==> config.mk <==
export PLATFORM = sky130hd
export DESIGN_NAME = mfp_top
export DESIGN_NICKNAME = d
export VERILOG_FILES = /design/src/design/mfp_sync.v /design/src/design/mfp_root_sel.v /design/src/design/mfp_top.v
export VERILOG_INCLUDE_DIRS = /design/src /design/src/design
export SDC_FILE = /design/constraint.sdc
export NUM_CORES = 1
export LEC_CHECK = 0
export ABC_AREA = 1
export BUFFER_PORTS_ARGS = -buffer_cell sky130_fd_sc_hd__clkbuf_2
export CAP_MARGIN = 20
export CORE_ASPECT_RATIO = 1.4
export CORE_MARGIN = 4
export CORE_UTILIZATION = 50
export DETAILED_ROUTE_END_ITERATION = 8
export PLACE_DENSITY = 0.68
export SLEW_MARGIN = 0
export SYNTH_ARGS = -nofsm -noshare
export SYNTH_HDL_FRONTEND = slang
export SYNTH_SLANG_ARGS = --single-unit
==> constraint.sdc <==
create_clock -name pclk -period 4.8 [get_ports pclk]
set_input_delay 0.24 -clock pclk [delete_from_list [all_inputs] [get_ports pclk]]
set_output_delay 0.24 -clock pclk [all_outputs]
set_load 0.03 [all_outputs]
==> src/design/mfp_consts.vh <==
// constants of the fault reporting and address space protection block
`ifndef MFP_CONSTS_VH
`define MFP_CONSTS_VH
`define MFP_OFF_TC     8'h00
`define MFP_OFF_CRP    8'h04
`define MFP_OFF_SRP    8'h08
`define MFP_OFF_DRP    8'h0C
`define MFP_OFF_DATA   8'h10
`define MFP_OFF_CMD    8'h14
`define MFP_OFF_EXC    8'h18
`define MFP_OFF_ISTAT  8'h1C
`define MFP_OFF_IMASK  8'h20
`define MFP_OFF_TRES   8'h24
`define MFP_TC_E       0
`define MFP_TC_SRE     1
`define MFP_TC_FCL     2
`define MFP_TC_LVL_HI  5
`define MFP_TC_LVL_LO  3
`define MFP_TC_RSV_LO  6
`define MFP_VEC_FLINE  8'h0B
`define MFP_VEC_PROTO  8'h0D
`define MFP_VEC_CFG    8'h38
`define MFP_VEC_ILLOP  8'h39
`define MFP_VEC_ACCV   8'h3A
`define MFP_OP_TEST    4'h1
`define MFP_OP_LOAD    4'h2
`define MFP_OP_VALID   4'h3
`define MFP_OP_SAVE    4'h4
`define MFP_OP_RET     4'h5
`define MFP_OP_TC      4'h8
`define MFP_OP_CRP     4'h9
`define MFP_OP_SRP     4'hA
`define MFP_OP_DRP     4'hB
`define MFP_ROOT_CRP   2'h0
`define MFP_ROOT_SRP   2'h1
`define MFP_INT_EXC    0
`define MFP_INT_BUS_ERROR_SIGNAL   1
`define MFP_INT_WALK   2
`define MFP_RST_WORD   32'h0000_0000
`define MFP_RST_INT    3'h0
`define MFP_RST_VEC    8'h00
`endif

==> src/design/mfp_sync.v <==
// two-flop synchroniser for inputs from outside the clock domain
`timescale 1ns/10ps
`default_nettype none
module mfp_sync #(
	parameter W = 15
) (
	input  wire         clk,
	input  wire         rst_n,
	input  wire [W-1:0] d,
	output wire [W-1:0] q
);
	genvar g;
	generate
		for (g = 0; g < W; g = g + 1) begin : g_bit
			reg meta_q;
			reg sync_q;
			always @(posedge clk or negedge rst_n) begin
				if (!rst_n) begin
					meta_q <= 1'b0;
					sync_q <= 1'b0;
				end else begin
					meta_q <= d[g];
					sync_q <= meta_q;
				end
			end
			assign q[g] = sync_q;
		end
	endgenerate
endmodule
`default_nettype wire

==> src/design/mfp_root_sel.v <==
// translation table root and function code level selection
`timescale 1ns/10ps
`default_nettype none
`include "mfp_consts.vh"
module mfp_root_sel (
	input  wire [2:0] function_code_lines,
	input  wire       supervisor_root_enable,
	input  wire       function_code_lookup_enable,
	output wire [1:0] root,
	output wire       fc_level
);
	// fc bit two marks a supervisor reference
	assign root = (supervisor_root_enable && function_code_lines[2]) ? `MFP_ROOT_SRP : `MFP_ROOT_CRP;
	// with the level skipped the walker ignores the fc index
	assign fc_level = function_code_lookup_enable;
endmodule
`default_nettype wire

==> src/design/mfp_top.v <==
// fault reporting and address space protection block with apb registers
`timescale 1ns/10ps
`default_nettype none
`include "mfp_consts.vh"
module mfp_top (
	input  wire        pclk,
	input  wire        presetn,
	input  wire        psel,
	input  wire        penable,
	input  wire        pwrite,
	input  wire [7:0]  paddr,
	input  wire [31:0] pwdata,
	output wire [31:0] prdata,
	output wire        pready,
	output wire        pslverr,
	input  wire        la_req,
	input  wire [2:0]  function_code_lines,
	input  wire [7:0]  la_page,
	output wire        phys_as,
	output wire        bus_error_signal,
	output wire        walk_req,
	output wire [1:0]  walk_root,
	output wire        walk_fc_level,
	output wire [2:0]  walk_fc,
	output wire [7:0]  walk_page,
	input  wire        walk_done,
	input  wire        walk_sbit,
	input  wire        walk_invalid,
	output wire        cp_take_exc,
	output wire [7:0]  cp_vector,
	output wire        cp_post,
	output wire        irq
);
	// ----------------------------------------
	// local definitions
	// ----------------------------------------
	localparam ST_IDLE = 2'b00;
	localparam ST_LOOK = 2'b01;
	localparam ST_WALK = 2'b10;
	localparam ST_REL  = 2'b11;

	function reg_hit;
		input [7:0] a;
		begin
			case (a)
				`MFP_OFF_TC, `MFP_OFF_CRP, `MFP_OFF_SRP, `MFP_OFF_DRP,
				`MFP_OFF_DATA, `MFP_OFF_CMD, `MFP_OFF_EXC, `MFP_OFF_ISTAT,
				`MFP_OFF_IMASK, `MFP_OFF_TRES: reg_hit = 1'b1;
				default: reg_hit = 1'b0;
			endcase
		end
	endfunction

	function is_cfg;
		input [7:0] a;
		begin
			is_cfg = (a == `MFP_OFF_TC) || (a == `MFP_OFF_CRP) ||
				(a == `MFP_OFF_SRP) || (a == `MFP_OFF_DRP);
		end
	endfunction

	function [3:0] cfg_op;
		input [7:0] a;
		begin
			case (a)
				`MFP_OFF_TC:  cfg_op = `MFP_OP_TC;
				`MFP_OFF_CRP: cfg_op = `MFP_OP_CRP;
				`MFP_OFF_SRP: cfg_op = `MFP_OP_SRP;
				default:      cfg_op = `MFP_OP_DRP;
			endcase
		end
	endfunction

	// ----------------------------------------
	// pin synchronisers
	// ----------------------------------------
	// page and fc are held by the master while la_req is up,
	// so a bit skew between them settles before the lookup
	wire [14:0] sync_s;
	mfp_sync #(
		.W(15)
	) u_sync (
		.clk   (pclk),
		.rst_n (presetn),
		.d     ({la_req, function_code_lines, la_page, walk_done, walk_sbit, walk_invalid}),
		.q     (sync_s)
	);
	wire       la_req_s  = sync_s[14];
	wire [2:0] fc_s      = sync_s[13:11];
	wire [7:0] page_s    = sync_s[10:3];
	wire       done_s    = sync_s[2];
	wire       sbit_s    = sync_s[1];
	wire       inval_s   = sync_s[0];

	// ----------------------------------------
	// registers
	// ----------------------------------------
	reg        pready_q;
	reg        pslverr_q;
	reg [31:0] prdata_q;
	reg [31:0] tc_q;
	reg [31:0] crp_q;
	reg [31:0] srp_q;
	reg [31:0] drp_q;
	reg [31:0] data_q;
	reg        exc_take_q;
	reg [7:0]  exc_vec_q;
	reg        exc_post_q;
	reg        defer_v_q;
	reg [3:0]  defer_op_q;
	reg [31:0] defer_data_q;
	reg [2:0]  istat_q;
	reg [2:0]  imask_q;
	reg        irq_q;
	reg [2:0]  tres_q;
	reg [1:0]  st_q;
	reg        src_cmd_q;
	reg        src_load_q;
	reg [2:0]  acc_fc_q;
	reg [7:0]  acc_page_q;
	reg        pas_q;
	reg        bus_error_signal_q;
	reg        walk_req_q;
	reg [1:0]  walk_root_q;
	reg        walk_fcl_q;
	reg        done_d_q;
	reg        c_v     [0:7];
	reg [4:0]  c_tag   [0:7];
	reg [2:0]  c_fc    [0:7];
	reg        c_sup   [0:7];
	reg        c_bus_error_signal  [0:7];

	// ----------------------------------------
	// apb slave
	// ----------------------------------------
	// one wait state so that every bus output leaves a flip-flop
	wire acc   = psel & penable & pready_q;
	wire wr    = acc & pwrite;
	wire rd_ck = acc & ~pwrite & (paddr == `MFP_OFF_ISTAT);
	reg [31:0] rd_word;

	always @* begin
		case (paddr)
			`MFP_OFF_TC:    rd_word = tc_q;
			`MFP_OFF_CRP:   rd_word = crp_q;
			`MFP_OFF_SRP:   rd_word = srp_q;
			`MFP_OFF_DRP:   rd_word = drp_q;
			`MFP_OFF_DATA:  rd_word = data_q;
			`MFP_OFF_EXC:   rd_word = {21'h0, defer_v_q, exc_post_q, exc_take_q, exc_vec_q};
			`MFP_OFF_ISTAT: rd_word = {29'h0, istat_q};
			`MFP_OFF_IMASK: rd_word = {29'h0, imask_q};
			`MFP_OFF_TRES:  rd_word = {29'h0, tres_q};
			default:        rd_word = `MFP_RST_WORD;
		endcase
	end

	always @(posedge pclk or negedge presetn) begin
		if (!presetn) begin
			pready_q  <= 1'b0;
			pslverr_q <= 1'b0;
			prdata_q  <= `MFP_RST_WORD;
		end else begin
			pready_q  <= psel & penable & ~pready_q;
			pslverr_q <= psel & penable & ~pready_q & ~reg_hit(paddr);
			prdata_q  <= (psel & penable & ~pready_q & ~pwrite) ? rd_word : `MFP_RST_WORD;
		end
	end

	// ----------------------------------------
	// instruction execution and exceptions
	// ----------------------------------------
	wire        new_ins  = wr & (is_cfg(paddr) | (paddr == `MFP_OFF_CMD));
	wire [3:0]  new_op   = is_cfg(paddr) ? cfg_op(paddr) : pwdata[3:0];
	wire [31:0] new_data = is_cfg(paddr) ? pwdata : data_q;
	wire        busy     = (st_q != ST_IDLE);
	reg         x_go;
	reg [3:0]   x_op;
	reg [31:0]  x_data;
	reg         viol;
	reg         ret;
	reg         raise;
	reg [7:0]   rvec;
	reg         rpost;
	reg         start_cmd;
	reg         flush;

	always @* begin
		x_go = 1'b0;
		x_op = new_op;
		x_data = new_data;
		viol = 1'b0;
		ret = 1'b0;
		if (new_ins) begin
			if (new_op == `MFP_OP_RET) begin
				ret = 1'b1;
				// retry what was presented during the fault
				if (exc_take_q && defer_v_q) begin
					x_go = 1'b1;
					x_op = defer_op_q;
					x_data = defer_data_q;
				end
			end else if (new_op != `MFP_OP_SAVE) begin
				// only a context save or a return may run while a fault is outstanding
				if (exc_take_q)
					viol = 1'b1;
				else
					x_go = 1'b1;
			end
		end
	end

	always @* begin
		raise = viol;
		rvec = `MFP_VEC_PROTO;
		rpost = 1'b0;
		start_cmd = 1'b0;
		flush = 1'b0;
		if (x_go) begin
			case (x_op)
				`MFP_OP_TC: begin
					raise = (x_data[31:`MFP_TC_RSV_LO] != 26'h0);
					flush = ~raise;
				end
				`MFP_OP_CRP, `MFP_OP_SRP, `MFP_OP_DRP: begin
					// descriptor type zero marks an invalid root
					raise = (x_data[1:0] == 2'h0);
					flush = ~raise;
				end
				`MFP_OP_TEST, `MFP_OP_LOAD: begin
					raise = ~tc_q[`MFP_TC_E] | busy;
					start_cmd = ~raise;
				end
				`MFP_OP_VALID: begin
					raise = (x_data[2:0] > tc_q[`MFP_TC_LVL_HI:`MFP_TC_LVL_LO]);
				end
				default: begin
					raise = 1'b1;
				end
			endcase
			case (x_op)
				`MFP_OP_TC, `MFP_OP_CRP, `MFP_OP_SRP, `MFP_OP_DRP: begin
					rvec = `MFP_VEC_CFG;
					rpost = 1'b1;
				end
				`MFP_OP_TEST, `MFP_OP_LOAD: begin
					rvec = busy ? `MFP_VEC_PROTO : `MFP_VEC_ILLOP;
					rpost = ~busy;
				end
				`MFP_OP_VALID: begin
					rvec = `MFP_VEC_ACCV;
					rpost = 1'b1;
				end
				default: begin
					rvec = `MFP_VEC_FLINE;
					rpost = 1'b0;
				end
			endcase
		end
	end

	always @(posedge pclk or negedge presetn) begin
		if (!presetn) begin
			tc_q         <= `MFP_RST_WORD;
			crp_q        <= `MFP_RST_WORD;
			srp_q        <= `MFP_RST_WORD;
			drp_q        <= `MFP_RST_WORD;
			data_q       <= `MFP_RST_WORD;
			exc_take_q   <= 1'b0;
			exc_vec_q    <= `MFP_RST_VEC;
			exc_post_q   <= 1'b0;
			defer_v_q    <= 1'b0;
			defer_op_q   <= 4'h0;
			defer_data_q <= `MFP_RST_WORD;
		end else begin
			if (wr && paddr == `MFP_OFF_DATA)
				data_q <= pwdata;
			if (flush) begin
				case (x_op)
					`MFP_OP_TC:  tc_q <= x_data;
					`MFP_OP_CRP: crp_q <= x_data;
					`MFP_OP_SRP: srp_q <= x_data;
					default:     drp_q <= x_data;
				endcase
			end
			// post class tells the processor to step its scan counter first
			if (raise) begin
				exc_take_q <= 1'b1;
				exc_vec_q  <= rvec;
				exc_post_q <= rpost;
			end else if (ret) begin
				exc_take_q <= 1'b0;
			end
			// the earlier faulted instruction is dropped, the newer kept
			if (viol) begin
				defer_v_q    <= 1'b1;
				defer_op_q   <= new_op;
				defer_data_q <= new_data;
			end else if (ret || raise) begin
				defer_v_q <= 1'b0;
			end
		end
	end

	// ----------------------------------------
	// lookup, table walk and translation cache
	// ----------------------------------------
	wire [2:0] sel_fc = (st_q == ST_IDLE) ? x_data[10:8] : acc_fc_q;
	wire [1:0] sel_root;
	wire       sel_fcl;
	mfp_root_sel u_root (
		.function_code_lines         (sel_fc),
		.supervisor_root_enable      (tc_q[`MFP_TC_SRE]),
		.function_code_lookup_enable (tc_q[`MFP_TC_FCL]),
		.root                        (sel_root),
		.fc_level                    (sel_fcl)
	);

	wire [2:0] idx       = acc_page_q[2:0];
	wire       hit       = c_v[idx] && (c_tag[idx] == acc_page_q[7:3]) && (c_fc[idx] == acc_fc_q);
	wire       hit_bad   = c_bus_error_signal[idx] | (c_sup[idx] & ~acc_fc_q[2]);
	wire       done_rise = done_s & ~done_d_q;
	wire       ev_bus_error_signal   = (st_q == ST_LOOK) & tc_q[`MFP_TC_E] & hit & hit_bad;
	wire       ev_walk   = (st_q == ST_WALK) & done_rise;
	integer i;

	always @(posedge pclk or negedge presetn) begin
		if (!presetn) begin
			st_q        <= ST_IDLE;
			src_cmd_q   <= 1'b0;
			src_load_q  <= 1'b0;
			acc_fc_q    <= 3'h0;
			acc_page_q  <= 8'h00;
			pas_q       <= 1'b0;
			bus_error_signal_q      <= 1'b0;
			walk_req_q  <= 1'b0;
			walk_root_q <= `MFP_ROOT_CRP;
			walk_fcl_q  <= 1'b0;
			done_d_q    <= 1'b0;
			tres_q      <= 3'h0;
			for (i = 0; i < 8; i = i + 1) begin
				c_v[i]    <= 1'b0;
				c_tag[i]  <= 5'h00;
				c_fc[i]   <= 3'h0;
				c_sup[i]  <= 1'b0;
				c_bus_error_signal[i] <= 1'b0;
			end
		end else begin
			done_d_q <= done_s;
			pas_q    <= 1'b0;
			bus_error_signal_q   <= 1'b0;
			// a new mapping makes every cached entry stale
			if (flush) begin
				for (i = 0; i < 8; i = i + 1)
					c_v[i] <= 1'b0;
			end
			case (st_q)
				ST_IDLE: begin
					if (start_cmd) begin
						src_cmd_q   <= 1'b1;
						src_load_q  <= (x_op == `MFP_OP_LOAD);
						acc_fc_q    <= x_data[10:8];
						acc_page_q  <= x_data[7:0];
						walk_req_q  <= 1'b1;
						walk_root_q <= sel_root;
						walk_fcl_q  <= sel_fcl;
						st_q        <= ST_WALK;
					end else if (la_req_s) begin
						src_cmd_q  <= 1'b0;
						src_load_q <= 1'b1;
						acc_fc_q   <= fc_s;
						acc_page_q <= page_s;
						st_q       <= ST_LOOK;
					end
				end
				ST_LOOK: begin
					if (!tc_q[`MFP_TC_E]) begin
						pas_q <= 1'b1;
						st_q  <= ST_REL;
					end else if (hit) begin
						// strobe only through a mapping that allows the access
						pas_q  <= ~hit_bad;
						bus_error_signal_q <= hit_bad;
						st_q   <= ST_REL;
					end else begin
						walk_req_q  <= 1'b1;
						walk_root_q <= sel_root;
						walk_fcl_q  <= sel_fcl;
						st_q        <= ST_WALK;
					end
				end
				ST_WALK: begin
					if (done_rise) begin
						walk_req_q <= 1'b0;
						if (src_load_q) begin
							c_v[idx]    <= 1'b1;
							c_tag[idx]  <= acc_page_q[7:3];
							c_fc[idx]   <= acc_fc_q;
							c_sup[idx]  <= sbit_s;
							c_bus_error_signal[idx] <= inval_s | (sbit_s & ~acc_fc_q[2]);
						end
						if (src_cmd_q) begin
							tres_q <= {1'b1, sbit_s & ~acc_fc_q[2], inval_s};
							st_q   <= ST_IDLE;
						end else begin
							// bus access retries against the fresh entry
							st_q <= ST_LOOK;
						end
					end
				end
				ST_REL: begin
					if (!la_req_s)
						st_q <= ST_IDLE;
				end
				default: begin
					st_q <= ST_IDLE;
				end
			endcase
		end
	end

	// ----------------------------------------
	// interrupt status and mask
	// ----------------------------------------
	// only bits already returned are cleared, so a late event survives
	wire [2:0] iset  = {ev_walk, ev_bus_error_signal, raise};
	wire [2:0] iclr  = rd_ck ? prdata_q[2:0] : 3'h0;
	wire [2:0] istat_d = (istat_q & ~iclr) | iset;

	always @(posedge pclk or negedge presetn) begin
		if (!presetn) begin
			istat_q <= `MFP_RST_INT;
			imask_q <= `MFP_RST_INT;
			irq_q   <= 1'b0;
		end else begin
			istat_q <= istat_d;
			if (wr && paddr == `MFP_OFF_IMASK)
				imask_q <= pwdata[2:0];
			irq_q <= |(istat_d & imask_q);
		end
	end

	// ----------------------------------------
	// outputs
	// ----------------------------------------
	assign prdata           = prdata_q;
	assign pready           = pready_q;
	assign pslverr          = pslverr_q;
	assign phys_as          = pas_q;
	assign bus_error_signal = bus_error_signal_q;
	assign walk_req         = walk_req_q;
	assign walk_root        = walk_root_q;
	assign walk_fc_level    = walk_fcl_q;
	assign walk_fc          = acc_fc_q;
	assign walk_page        = acc_page_q;
	assign cp_take_exc      = exc_take_q;
	assign cp_vector        = exc_vec_q;
	assign cp_post          = exc_post_q;
	assign irq              = irq_q;
endmodule
`default_nettype wire

==> Yosys cells after proc, flatten, opt, wreduce, memory -nomap -nowiden <==
Cells that the tools add are included.
{ "op_classes": {"n_addsub": 0, "multipliers": 0, "div": 0, "order_cmp": 3, "eq_ne": 29, "shift": 0, "mux": 105, "bitwise": 38, "reduce_logical": 38} }
{ "ops": {"columns": ["operator", "n"], "rows": [
  ["32-bit case mux with 9 select lines", 1],
  ["32-bit two-way mux", 5],
  ["1-bit two-way mux", 49],
  ["8-bit two-way mux", 6],
  ["40-bit bitwise mux", 1],
  ["8-bit by 5-bit equality test with 1-bit output, second input constant", 4],
  ["26-bit nonzero test", 1],
  ["24-bit bitwise mux", 1],
  ["3-bit two-way mux", 7],
  ["6-bit case mux with 3 select lines", 1],
  ["1-bit bitwise AND", 16],
  ["8-bit bitwise mux", 2],
  ["4-bit equality test, second input constant", 4],
  ["8-bit by 4-bit equality test with 1-bit output, second input constant", 2],
  ["8-bit by 6-bit equality test with 1-bit output, second input constant", 2],
  ["4-bit two-way mux", 4],
  ["5-bit binary-select mux with 3-bit select", 1],
  ["5-bit demux with 3-bit select", 1],
  ["5-bit two-way mux", 3],
  ["2-bit two-way mux", 7],
  ["6-bit two-way mux", 2],
  ["1-bit NOT", 12],
  ["2-bit inequality test, second input constant", 5],
  ["2-bit AND reduction", 5],
  ["other kinds (43)", 71]
]} }
{ "totals": {"register_bits": 391, "latch_bits": 0, "mem_bits_rw": 0, "mem_bits_ro": 0, "inputBits": 60, "output_inout_bits": 62, "elab_cells": 312, "memories": 0} }

==> Longest topological paths before layout <==
Gate-level depths: netlist of the first run.
{ "depth": {"word_depth": 17, "depth_mapped": 27, "mapped_depth_nobuf": 26} }

==> Modules after synthesis <==
From an unflattened synthesis of the first run, not the netlist that was laid out.
{ "unflattened": {"hier_cells": 2145, "hier_area_um2": 17679.5} }
{ "modules_own_cells": {"columns": ["mod", "instances", "cells_per_inst", "area_each_um2"], "rows": [
  ["mfp_top", 1, 2095, 16789.9],
  ["mfp_sync", 1, 45, 863.3],
  ["mfp_root_sel", 1, 5, 26.3]
]} }

==> Worst setup path after synthesis of the first run <==
OpenSTA, ideal clock, no wires.
{ "synth_path": {"path_kind": "input to register", "from": "input port paddr[2]", "to": "register exc_take_q, in the netlist cp_take_exc", "setup_time_ps": 142, "arrival_time_ps": 3239, "path_slack_ps": 1420, "cell_stages": 24, "path_buffers": 2, "path_cell_list": "buf_2 nor2_1 nand2_1 nor2_2 nor2_1 nand2_1 nand2_1 nor2_2 buf_2 nand2_1 nor2_1 nand2_1 a21oi_1 ha_1 nand2_1 nor2_1 a211oi_1 a31oi_1 nand3_1 nand3_1 nor2_1 nand2_1 a21oi_1 o21ai_0"} }
{ "synth_via": {"word_cells_on_any_way": 45, "classes_between": "1 x order compare; 13 x eq/ne; 20 x mux; 2 x bitwise; 9 x reduce/logical"} }
{ "synth_lines": {"columns": ["element", "line_no", "source"], "rows": [
  ["start, declared", "mfp_top.v:11", "input wire [7:0] paddr,"],
  ["8-bit by 3-bit equality test with 1-bit output or 8-bit logical NOT (tied branches)", "mfp_top.v:65", "case (a)"],
  ["1-bit logical OR (3 in series)", "mfp_top.v:57", "is_cfg = (a == `MFP_OFF_TC) || (a == `MFP_OFF_CRP) ||"],
  ["4-bit two-way mux or 32-bit two-way mux (tied branches)", "mfp_top.v:173, mfp_top.v:174", null],
  ["4-bit by 3-bit equality test with 1-bit output (no line) or 32-bit two-way mux (tied branches)", null, null],
  ["32-bit two-way mux", "mfp_top.v:194", "if (new_op == `MFP_OP_RET) begin"],
  ["32-bit two-way mux *", "mfp_top.v:193", "if (new_ins) begin"],
  ["via x_data[2]", "mfp_top.v:178", "reg [31:0] x_data;"],
  ["3-bit greater-than comparator *", "mfp_top.v:234", "raise = (x_data[2:0] > tc_q[`MFP_TC_LVL_HI:`MFP_TC_LVL_LO]);"],
  ["1-bit case mux with 4 select lines *", "mfp_top.v:219", "case (x_op)"],
  ["1-bit two-way mux *", "mfp_top.v:218", "if (x_go) begin"],
  ["1-bit two-way mux or 2-bit nonzero test (tied branches)", null, null],
  ["end signal, assigned", "mfp_top.v:268", "exc_take_q <= 1'b0;"],
  ["end signal, assigned", "mfp_top.v:287", "exc_take_q <= 1'b1;"],
  ["end signal, assigned", "mfp_top.v:291", "exc_take_q <= 1'b0;"],
  ["end, declared", "mfp_top.v:106", "reg exc_take_q;"]
]} }
The timed path passes the listed nets; every way through them passes the cells marked *.
A chain may end at the register's enable or synchronous reset.

==> Worst setup path after layout of the first run <==
{ "layout_path": {"from": "register pready_q, in the netlist pready", "to": "register c_v[3] (netlist bit)"} }
{ "layout_via": {"elab_chain_len": 13, "word_cells_on_any_way": 22, "classes_between": "4 x eq/ne; 9 x mux; 6 x bitwise; 3 x reduce/logical"} }
{ "layout_lines": {"columns": ["element", "line_no", "source"], "rows": [
  ["start, declared", "mfp_top.v:98", "reg pready_q;"],
  ["start signal, assigned", "mfp_top.v:163", "pready_q <= psel & penable & ~pready_q;"],
  ["1-bit bitwise AND *", "mfp_top.v:137", "wire acc = psel & penable & pready_q;"],
  ["1-bit bitwise AND *", "mfp_top.v:138", "wire wr = acc & pwrite;"],
  ["1-bit bitwise AND *", "mfp_top.v:172", "wire new_ins = wr & (is_cfg(paddr) | (paddr == `MFP_OFF_CMD));"],
  ["4-bit two-way mux or 32-bit two-way mux (tied branches)", "mfp_top.v:193", null],
  ["4-bit equality test (tied with other cells)", "mfp_top.v:219", null],
  ["3-bit OR reduction (tied with other cells)", "mfp_top.v:219", null],
  ["1-bit case mux with 2 select lines", "mfp_top.v:219", null],
  ["1-bit two-way mux *", "mfp_top.v:218", null],
  ["8-bit two-way mux *", "mfp_top.v:352", "if (flush) begin"],
  ["8-bit bitwise OR (no line)", null, null],
  ["8-bit two-way mux", "mfp_top.v:394", "if (src_load_q) begin"],
  ["8-bit two-way mux", "mfp_top.v:392", "if (done_rise) begin"],
  ["8-bit two-way mux *", "mfp_top.v:356", "case (st_q)"],
  ["end signal, assigned by index", "mfp_top.v:341", "c_v[i] <= 1'b0;"],
  ["end signal, assigned by index", "mfp_top.v:354", "c_v[i] <= 1'b0;"],
  ["end signal, assigned by index", "mfp_top.v:395", "c_v[idx] <= 1'b1;"],
  ["end, declared", "mfp_top.v:127", "reg c_v [0:7];"]
]} }
Every way passes the cells marked *; elsewhere a longest branch is shown, timed or not.

==> flow_metrics.py, run 1 <==
metrics = {
    "run_status": {
        "outcome": "finished, final reports clean",
    },
    "logic_synthesis": {
        "synth_xor_area_frac": 0.000502,
        "synth_top_family_by_area": "simple AND/OR/NAND/NOR gates",
        "async_flop_share": 1.00,
        "synth_edf_count": 0,
        "yosysSeqAreaShare": 0.555,
        "synth_ff_type": "dfrtp_1",
        "yosys_register_bits": 387,
        "synth_adder_area_share": 0.00215,
        "yosysWarnings": 0,
        "synth_compound_area_frac": 0.122,
        "synthSimpleGateAreaFrac": 0.255,
        "syn_inst": 2111,
        "yosysUniqueCellTypes": 50,
        "postSynthAreaPerCell_um2": 8.27,
        "synth_mux_area_frac": 0,
        "netlist_area_mm2": 0.0175,
    },
    "sta": {
        "setup_violations": 0,
        "final_max_slew_viol_count": 0,
        "slew_headroom": 0.235,
        "clock_skew_ns": 0.0204,
        "worst_slew_pin_slew_ns": 1.14,
        "fmax_mhz": 236,
        "period_minus_slack_ns": 4.23,
        "post-route-period-util": 0.881,
        "rsz0062_at_grt": "no",
        "final-hold-violation-count": 0,
        "fin_setup_tns_ns": 0,
    },
    "final_layout": {
        "fin_cells": 2708,
        "nets": 2291,
        "multi_input_area_mm2": 0.00665,
        "ff_latch_area_mm2": 0.00968,
        "diodes": 0,
        "utilization": 0.589,
        "area_growth_pct": 15.6,
        "layout-drive-gt1-share": 0.121,
        "fillCellCount": 3132,
    },
    "placed_design": {
        "hpwl_mm": 36.0,
        "gp_congestion": 0.939,
        "io_buffers": 118,
        "dp.cells": 2593,
    },
    "worst_setup_path": {
        "required_ns": 5.19,
        "cp_num_buf_inv": 2,
        "timing.rr.start": "pready$_DFF_PN0_",
        "crit_top_cell": "nand2_1",
        "crit_fanout": 47,
        "critPathKind": "reg -> reg",
        "startpoint_type": "register",
        "path_cells": "nand3_1 -> nor2_1 -> nand2_2 -> nor2_4 -> nand3_4 -> buf_4 -> nand2_1 -> o21ai_1 -> nor2_1 -> nand3_1 -> nor2_1 -> nand3_1 -> o21ai_4 -> buf_4 -> nand2_1 -> nand2_1 -> nand2_1",
        "crit_start": "pready$_DFF_PN0_",
        "cp.arrival_ns": 4.62,
        "cpPeakStageDelay_ns": 0.48,
        "endpoint_kind": "register",
        "cpMaxStageDelayCell": "buf_4",
        "crit_family": "simple AND/OR/NAND/NOR gates",
    },
    "routing": {
        "first_pass_iters": 7,
        "avgRoutedWirePerCell_um": 19.4,
        "drt_iter0_drc": 1652,
        "totalWireLength_mm": 52.4,
        "drc": 0,
        "vias_per_cell": 5.63,
        "ant_nets": 0,
        "vias": 15250,
    },
    "clocking": {
        "cts_root_buffer": "clkbuf_16",
        "post_cts_buffers": 0,
        "numCtsBuffers": 39,
        "clk_latency_ns": 0.55,
        "cts_sinks": 387,
        "path_clk_slew_ns": 0.06,
        "cts_tree": "done",
        "clock_path_buffers": 3,
        "htreeDepth": 2,
    },
    "global_routing": {
        "antenna_found_initial": 0,
        "grt.overflow.total": 0,
        "first_global_vias": 15108,
        "grtUsageTotal": 0.274,
        "grt_max_degree": 114,
        "grt_pass1_wl_mm": 82.7,
    },
    "floorplan": {
        "core_mm2": 0.0342,
        "die_y_um": 229,
        "rows": 80,
        "dieArea_mm2": 0.0380,
        "initial_utilization": 0.510,
        "io_pins": 122,
        "die_w_um": 166,
    },
    "min_path": {
        "hp-start": "pwdata[10]",
        "hold_path.class": "in -> reg",
    },
    "power": {
        "power.leakage_nw": 10.3,
        "powerDensity_mw_per_mm2": 414,
        "vdd_drop_max_mv": 0.309,
    },
    "job": {
        "drv_cap": 0,
    },
}
-- stage by stage --
step / area (um2) / total power, mW / setup slack [ns] / hold WS [ns]
3_5_place_dp: 18400 / 5.24 / 0.377 / 0.307
2_1_floorplan: 17500 / 4.72 / 1.42 / -0.0556
3_3_place_gp: 18400 / 5.20 / 0.515 / 0.306
6_report: 20200 / 8.35 / 0.569 / 0.00590
4_1_cts: 20100 / 8.39 / 0.636 / 0.00479
5_1_grt: 20200 / 8.77 / 0.170 / 0.0326
-- state kept, by name, indices dropped and copies added (netlist names), 15 cells and up --
register	flops
c_tag	40
crp_q	32
data_q	32
srp_q	32
tc_q	32
u_sync.g_bit.meta_q	15
c_fc	24
drp_q	32
defer_data_q	32
u_sync.g_bit.sync_q	15
prdata	32
-- worst register-to-register path: stages, from the launching register on --
cell and delay, ns:
dfrtp_1 0.37, nand3_1 0.10, nor2_1 0.24, nand2_2 0.21, nor2_4 0.44, nand3_4 0.29, buf_4 0.31, nand2_1 0.09
o21ai_1 0.17, nor2_1 0.24, nand3_1 0.11, nor2_1 0.19, nand3_1 0.17, o21ai_4 0.18, buf_4 0.48, nand2_1 0.32
nand2_1 0.14, nand2_1 0.06
-- cell usage in the layout (no fill, tap or decap), types with 6 or more instances in the layout --
master / count
dfrtp_1: 387
a21oi_1: 63
nand4_1: 128
a31oi_1: 14
clkinv_2: 6
buf_4: 33
nand2_1: 710
nand3_1: 37
clkbuf_16: 39
a221oi_1: 20
dlygate4sd3_1: 44
o21ai_0: 219
o21ai_1: 22
clkbuf_8: 7
inv_2: 28
o211ai_1: 10
nor2_2: 8
clkbuf_1: 9
nor3_1: 10
o22ai_1: 9
nor2_1: 139
clkbuf_2: 117
inv_1: 129
-- cell type report --
cell class | count | share of cell area
multi-input cells | 1440 | 0.330
repair buffers | 198 | 0.0672
well taps | 451 | 0.0280
clock buffers | 55 | 0.0548
flip-flops and latches | 387 | 0.480
clock inverters | 15 | 0.0102
inverters | 162 | 0.0301
-- power breakdown --
| group | total [mW] | internal (mW) | switching (mW) |
|---|---|---|---|
| combinational | 1.43 | 0.439 | 0.992 |
| sequential | 3.79 | 3.57 | 0.219 |
| clock | 3.13 | 1.83 | 1.30 |
-- cell usage after synthesis, types with 3 or more instances --
cell type | count | area, um2
buf_2 | 17 | 85.1
nor2_2 | 7 | 43.8
nor2_4 | 3 | 33.8
a211oi_1 | 3 | 22.5
nand4_1 | 128 | 801
o21ai_1 | 21 | 105
a31oi_1 | 14 | 87.6
buf_4 | 10 | 75.1
nand3_1 | 37 | 185
nor2_1 | 140 | 526
ha_1 | 3 | 37.5
o21ai_0 | 220 | 1100
dfrtp_1 | 387 | 9680
clkbuf_1 | 93 | 349
a221oi_1 | 20 | 175
a21oi_1 | 63 | 315
o22ai_1 | 9 | 56.3
inv_1 | 129 | 484
nand3_2 | 5 | 50.1
a22o_1 | 3 | 26.3
clkinv_1 | 5 | 18.8
inv_2 | 28 | 105
nor3_1 | 11 | 55.1
o211ai_1 | 10 | 75.1
nand2_1 | 712 | 2670
-- worst paths after layout --
kind | endpoint | slack [ns] | cells past startpoint
worst min-delay path | data_q[10]$_DFFE_PN0P_ | 0.006 | 3
worst max-delay path | c_v[3]$_DFF_PN0_ | 0.57 | 17
worst min register to register | u_sync.g_bit[7].sync_q$_DFF_PN0_ | 0.35 | 0
min in group asynchronous | c_tag[32]$_DFFE_PN0P_ | 0.30 | 2
max in group asynchronous | drp_q[12]$_DFFE_PN0P_ | 3.33 | 3
worst max register to register | c_v[3]$_DFF_PN0_ | 0.57 | 17
-- cells by family (layout without fill, tap and decap cells) --
| kind of cell | count (synthesis) | in the layout |
|---|---|---|
| compound gates | 380 | 380 |
| xor+xnor | 1 | 1 |
| fa+ha+maj | 3 | 3 |
| buf+inv | 286 | 430 |
| flops | 387 | 387 |
| other cells | 1 | 3 |
| simple gates | 1053 | 1053 |
-- metal layers --
layer / up-vias / wire, um / global-route usage
li1: 7154 / - / -
met1: 7318 / 19000 / 0.309
met2: 578 / 26300 / 0.475
met3: 200 / 2640 / 0.0347
met4: 0 / 4430 / 0.200
met5: - / 0 / 0
-- what timing repair did --
item | 4_1_cts | 5_1_grt
resized for setup | 0 | 0
endpoints found under the setup margin | 0 | 0
hold endpoints to repair | 127 | 0
hold buffers | 44 | 0
(Power assumes the default switching activity.)
==> run 2, diff against run 1 <==
SYNTH_HIERARCHICAL = 1   (was unset)
==> run 2 against run 1 <==
  * The flow now finishes with violations (negative hold slack)
  * Critical endpoint is now crp_q[0]$_DFFE_PN0P_
  * Combinational power hardly changed
  * Worst hold slack worse by 0.0079 ns
  * Clock power is 2% lower
  * Clock skew is 0.0046 ns higher
  * Global-route usage is 0.11 points lower
  * Via count is 0.64% higher
==> flow_metrics.py, run 2 <==
metrics = {
    "sta": {
        "hold_ws_ns": -0.00202,
        "final_max_slew_viol_count": 0,
        "slew_headroom": 0.331,
        "post-route-period-util": 0.866,
        "period_minus_slack_ns": 4.16,
        "setup_violations": 0,
        "final-hold-violation-count": 1,
        "fmax_mhz": 241,
        "worst_slew_pin_slew_ns": 1.00,
        "clock_skew_ns": 0.0250,
        "fin_setup_tns_ns": 0,
        "rsz0062_at_grt": "no",
    },
    "global_routing": {
        "grt_pass1_wl_mm": 83.4,
        "grtUsageTotal": 0.273,
        "antenna_found_initial": 0,
        "first_global_vias": 15254,
        "grt.overflow.total": 0,
        "grt_max_degree": 121,
    },
    "final_layout": {
        "area_growth_pct": 14.9,
        "utilization": 0.580,
        "fillCellCount": 3197,
        "multi_input_area_mm2": 0.00669,
        "diodes": 0,
        "largest_reg_flops": 40,
        "layout-drive-gt1-share": 0.121,
        "layout_common_cells": "705 x nand2_1, 388 x dfrtp_1, 245 x o21ai_0",
        "mostFrequentLayoutCell": "nand2_1",
        "regMostFlops": "c_tag",
        "nets": 2305,
        "ff_latch_area_mm2": 0.00971,
    },
    "worst_setup_path": {
        "required_ns": 5.22,
        "startpoint_type": "register",
        "cp.arrival_ns": 4.57,
        "critPathKind": "reg -> reg",
        "crit_fanout": 107,
        "endpoint_kind": "register",
    },
    "placed_design": {
        "gp_congestion": 0.896,
        "hpwl_mm": 35.5,
        "io_buffers": 119,
    },
    "clocking": {
        "clk_latency_ns": 0.55,
        "path_clk_slew_ns": 0.06,
        "cts_tree": "done",
        "clock_path_buffers": 3,
        "numCtsBuffers": 40,
        "htreeDepth": 2,
        "cts_sinks": 388,
        "cts-resized-gates": 0,
        "cts_root_buffer": "clkbuf_16",
    },
    "logic_synthesis": {
        "syn_inst": 2141,
        "netlist_area_mm2": 0.0177,
        "postSynthAreaPerCell_um2": 8.25,
        "yosysWarnings": 6,
    },
    "floorplan": {
        "dieArea_mm2": 0.0384,
        "die_y_um": 230,
        "die_w_um": 167,
        "io_pins": 122,
        "initial_utilization": 0.505,
        "core_mm2": 0.0350,
        "rows": 81,
    },
    "routing": {
        "drt_iter0_drc": 1576,
        "vias": 15347,
        "avgRoutedWirePerCell_um": 19.3,
        "totalWireLength_mm": 52.8,
        "vias_per_cell": 5.63,
        "ant_nets": 0,
        "drc": 0,
        "first_pass_iters": 6,
    },
    "power": {
        "powerDensity_mw_per_mm2": 410,
        "pwr-share-seq": 0.458,
        "sw_frac_of_total": 0.303,
        "comb_power_share": 0.172,
        "vdd_drop_max_mv": 0.310,
        "power.leakage_nw": 10.4,
        "clkPwrFrac": 0.370,
        "p_sw_mw": 2.53,
        "p_int_mw": 5.80,
    },
    "run_status": {
        "outcome": "finished, violations left",
        "violations": "negative hold slack",
    },
    "min_path": {
        "hold_path.class": "in -> reg",
    },
    "job": {
        "drv_cap": 0,
    },
}
-- run 2: changes by cell type in the layout (fill, tap and decap cells not counted), moves of 4 or more --
cell     delta
nand2_1     -5
o21ai_0    +26
or2_2       +6
a31oi_1     -6
o21ai_1    -11
xor2_1      +4
a21oi_1     -8
inv_1       +7
-- run 2: metrics by stage --
stage	total power, mW	cell area [um2]	instances	setup WS [ns]	hold WS [ns]
after floorplan	4.75	17700	2142	1.47	-0.0556
final	8.32	20300	2727	0.644	-0.00202
after detailed placement	5.27	18600	2612	0.577	0.335
after CTS	8.37	20300	2727	0.750	0.00429
after global placement	5.22	18500	2611	0.632	0.335
after global routing	8.71	20300	2727	0.395	0.0222
-- run 2: final cells by class --
class / instances / share of cell area
sequential: 388 / 0.479
multi-input combinational: 1443 / 0.330
timing repair buffer: 202 / 0.0694
clock buffer: 55 / 0.0556
inverter: 167 / 0.0309
tap: 456 / 0.0281
clock inverter: 16 / 0.00783
-- run 2: critical path, stage by stage, from the launching register on --
cell and delay, ns:
dfrtp_1 0.36, nand3_1 0.10, nor2_1 0.34, nand2_2 0.30, nor2_8 0.32, nand3_2 0.11
buf_4 0.27, nand2_1 0.10, nand2_1 0.23, inv_1 0.21, nand2_1 0.06, nor2_1 0.08
nand2_1 0.06, nor2_1 0.16, nand3_1 0.15, o31ai_4 0.11, buf_12 0.38, nand3_2 0.09
buf_4 0.30, nand2_1 0.10, nand2_1 0.06
-- run 2: layer usage --
metal / vias to the layer above / track usage / wire (um)
met3: 206 / 0.0312 / 2520
met1: 7351 / 0.308 / 19000
met4: 0 / 0.208 / 4880
li1: 7194 / - / -
met5: - / 0 / 0
met2: 596 / 0.471 / 26400
-- run 2: final timing paths --
check	from	end	slack (ns)	depth (start not counted)
max	pready$_DFF_PN0_	crp_q[0]$_DFFE_PN0P_	0.64	20
min	pwdata[31]	data_q[31]$_DFFE_PN0P_	-0.002	3
max reg2reg	pready$_DFF_PN0_	crp_q[0]$_DFFE_PN0P_	0.64	20
min reg2reg	u_sync/g_bit[10].meta_q$_DFF_PN0_	u_sync/g_bit[10].sync_q$_DFF_PN0_	0.34	0
max in group asynchronous	presetn	st_q[1]$_DFFE_PN0P_	3.10	3
min in group asynchronous	presetn	c_tag[16]$_DFFE_PN0P_	0.28	2
-- run 2: power groups by stage --
| stage | logic (mW) | registers (mW) | clock network [mW] |
|---|---|---|---|
| floorplan | 0.881 | 3.87 | 0 |
| finish | 1.44 | 3.81 | 3.08 |
| CTS | 1.44 | 3.81 | 3.12 |
| detailed placement | 1.40 | 3.86 | 0 |
| global route | 1.60 | 3.84 | 3.26 |
| global placement | 1.37 | 3.85 | 0 |
-- run 2: what timing repair did --
action / 4_1_cts / 5_1_grt
hold endpoints to repair: 149 / 0
hold buffers: 44 / 0
setup buffers: 0 / 0
==> run 3, diff against run 2 <==
CTS_BUF_LIST = sky130_fd_sc_hd__clkbuf_8   (was unset)
SYNTH_HIERARCHICAL = unset   (was 1)
==> run 3 against run 2 <==
  * The run now ends clean
  * Sequential share of layout area about the same
  * Total power down 1.6%
  * Clock power down 4%
  * Worst hold slack better by 0.042 ns
  * First-iteration DRC count up 4.0%
  * Sequential power about the same
  * Flip-flop and latch count down 1
  * Worst setup slack worse by 0.19 ns
  * Non-clock buffer count up 1
  * Register-to-register slack worse by 0.08 ns
  * Fmax down 4.3%
  * Via count down 0.51%
==> flow_metrics.py, run 3 (synthesized netlist as in run 1, its figures left out) <==
metrics = {
    "final_layout": {
        "largest_reg_flops": 40,
        "final_area_mm2": 0.0202,
        "diodes": 0,
        "mostFrequentLayoutCell": "nand2_1",
        "nets": 2316,
        "fillCellCount": 3145,
        "layout_common_cells": "710 x nand2_1, 387 x dfrtp_1, 219 x o21ai_0",
        "fin_cells": 2752,
        "area_growth_pct": 15.8,
        "layout-drive-gt1-share": 0.134,
        "regMostFlops": "c_tag",
    },
    "placed_design": {
        "place_area_mm2": 0.0184,
        "dp.cells": 2593,
        "gp_congestion": 0.939,
        "io_buffers": 118,
        "hpwl_mm": 36.0,
        "post-place-ws_ns": 0.377,
    },
    "sta": {
        "final_max_slew_viol_count": 0,
        "rsz0062_at_grt": "no",
        "hold_ws_ns": 0.0397,
        "worst_slew_pin_slew_ns": 0.947,
        "slew_headroom": 0.367,
        "fin_setup_tns_ns": 0,
        "setup_violations": 0,
        "setup_ws_ns": 0.455,
        "clock_skew_ns": 0.0276,
        "post-route-period-util": 0.905,
        "period_minus_slack_ns": 4.34,
        "fmax_mhz": 230,
        "final-hold-violation-count": 0,
    },
    "floorplan": {
        "initial_utilization": 0.510,
        "rows": 80,
        "dieArea_mm2": 0.0380,
        "die_y_um": 229,
        "core_mm2": 0.0342,
        "io_pins": 122,
        "die_w_um": 166,
    },
    "routing": {
        "drt_iter0_drc": 1639,
        "totalWireLength_mm": 52.4,
        "vias": 15268,
        "first_pass_iters": 5,
        "ant_nets": 0,
        "drc": 0,
        "avgRoutedWirePerCell_um": 19.0,
        "vias_per_cell": 5.55,
    },
    "power": {
        "vdd_drop_max_mv": 0.251,
        "comb_power_share": 0.176,
        "power.leakage_nw": 10.4,
        "sw_frac_of_total": 0.310,
        "p_sw_mw": 2.54,
        "powerDensity_mw_per_mm2": 405,
        "clkPwrFrac": 0.361,
        "p_int_mw": 5.65,
        "pwr-share-seq": 0.463,
    },
    "clocking": {
        "cts-resized-gates": 0,
        "cts_root_buffer": "clkbuf_8",
        "numCtsBuffers": 59,
        "cts_sinks": 387,
        "clk_latency_ns": 0.65,
        "cts_tree": "done",
        "htreeDepth": 2,
        "path_clk_slew_ns": 0.07,
        "clock_path_buffers": 3,
    },
    "min_path": {
        "whs_path_depth": 5,
        "hold_path.class": "in -> reg",
    },
    "worst_setup_path": {
        "path_cells": "dlygate4sd3_1 -> clkbuf_2 -> nand2_1 -> nor2_1 -> nand2_1 -> nand3_1 -> nand2_2 -> nor2_4 -> nand3_4 -> buf_4 -> nand2_1 -> o21ai_1 -> nor2_1 -> nand3_1 -> nor2_1 -> nand3_1 -> o21ai_4 -> buf_4 -> nand2_1 -> nand2_1 -> nand2_1",
        "endpoint_kind": "register",
        "r2r_cells": 17,
        "ff2ff_setup_slack_ns": 0.56,
        "crit_fanout": 47,
        "timing.rr.start": "pready$_DFF_PN0_",
        "cp.arrival_ns": 4.82,
        "crit_path_end": "c_v[3]$_DFF_PN0_",
        "crit_start": "paddr[2]",
        "critPathKind": "in -> reg",
        "cpPeakStageDelay_ns": 0.53,
        "reg2reg_to": "c_v[3]$_DFF_PN0_",
        "required_ns": 5.27,
        "startpoint_type": "input port",
        "crit_top_cell": "nand2_1",
        "cpMaxStageDelayCell": "dlygate4sd3_1",
    },
    "global_routing": {
        "grtUsageTotal": 0.274,
        "first_global_vias": 15160,
        "grt.overflow.total": 0,
        "antenna_found_initial": 0,
        "grt_max_degree": 114,
        "grt_pass1_wl_mm": 82.9,
    },
    "run_status": {
        "outcome": "finished, final reports clean",
    },
    "job": {
        "drv_cap": 0,
    },
}
-- run 3: cell count changes in the layout (fill, tap and decap cells not counted), sizes merged, moves of 5 or more --
cell | previous run | this run
clkbuf | 173 | 192
o21ai | 257 | 244
clkinv | 15 | 21
a31oi | 8 | 14
a21oi | 55 | 64
or2 | 7 | 2
inv | 162 | 171
nand2 | 709 | 714
-- run 3: timing repair --
| item | in CTS | in global routing |
|---|---|---|
| buffers inserted | 0 | 0 |
| hold buffers | 48 | 0 |
| hold endpoints to repair | 145 | 0 |
-- run 3: worst min-delay path by stage --
stage	from	end	slack [ns]
4_1_cts	pwrite	istat_q[2]$_DFF_PN0_	0.004
5_1_grt	pwrite	istat_q[1]$_DFF_PN0_	0.08
6_report	pwrite	istat_q[2]$_DFF_PN0_	0.04
2_1_floorplan	presetn	bus_error_signal$_DFF_PN0_	-0.06
3_5_place_dp	presetn	c_tag[12]$_DFFE_PN0P_	0.31
3_3_place_gp	presetn	c_tag[12]$_DFFE_PN0P_	0.31
-- run 3: power by group through the flow --
stage / logic [mW] / registers, mW / clock network (mW)
floorplan: 0.852 / 3.87 / 0
global placement: 1.37 / 3.83 / 0
detailed placement: 1.39 / 3.84 / 0
CTS: 1.43 / 3.79 / 3.01
global route: 1.62 / 3.83 / 3.16
finish: 1.44 / 3.79 / 2.95
-- run 3: worst max-delay path, delay by kind of cell --
kind / cells / cell delay, ns
AOI/OAI and AO/OA: 2 / 0.34
buffers and inverters: 4 / 1.50
and+or+nand+nor: 15 / 2.72
-- run 3: metal layers --
metal | global-route usage | vias up | wire, um
met5 | 0 | - | 0
met4 | 0.204 | 0 | 4330
met2 | 0.472 | 527 | 26400
li1 | - | 7217 | -
met1 | 0.311 | 7340 | 19200
met3 | 0.0374 | 184 | 2470
-- run 3: area by class of cell --
cell class / instances / area (um2) / share of cell area
clock inverter: 34 / 272 / 0.0134
timing repair buffer: 203 / 1410 / 0.0696
sequential: 387 / 9680 / 0.479
multi-input combinational: 1440 / 6650 / 0.329
tap: 451 / 564 / 0.0279
inverter: 162 / 608 / 0.0301
clock buffer: 75 / 1030 / 0.0510
-- run 3: per-stage QoR --
| step | total power, mW | util |
|---|---|---|
| after floorplan | 4.72 | - |
| after global placement | 5.20 | 0.537 |
| after detailed placement | 5.24 | 0.537 |
| after CTS | 8.23 | 0.590 |
| after global routing | 8.61 | 0.591 |
| final | 8.19 | 0.591 |
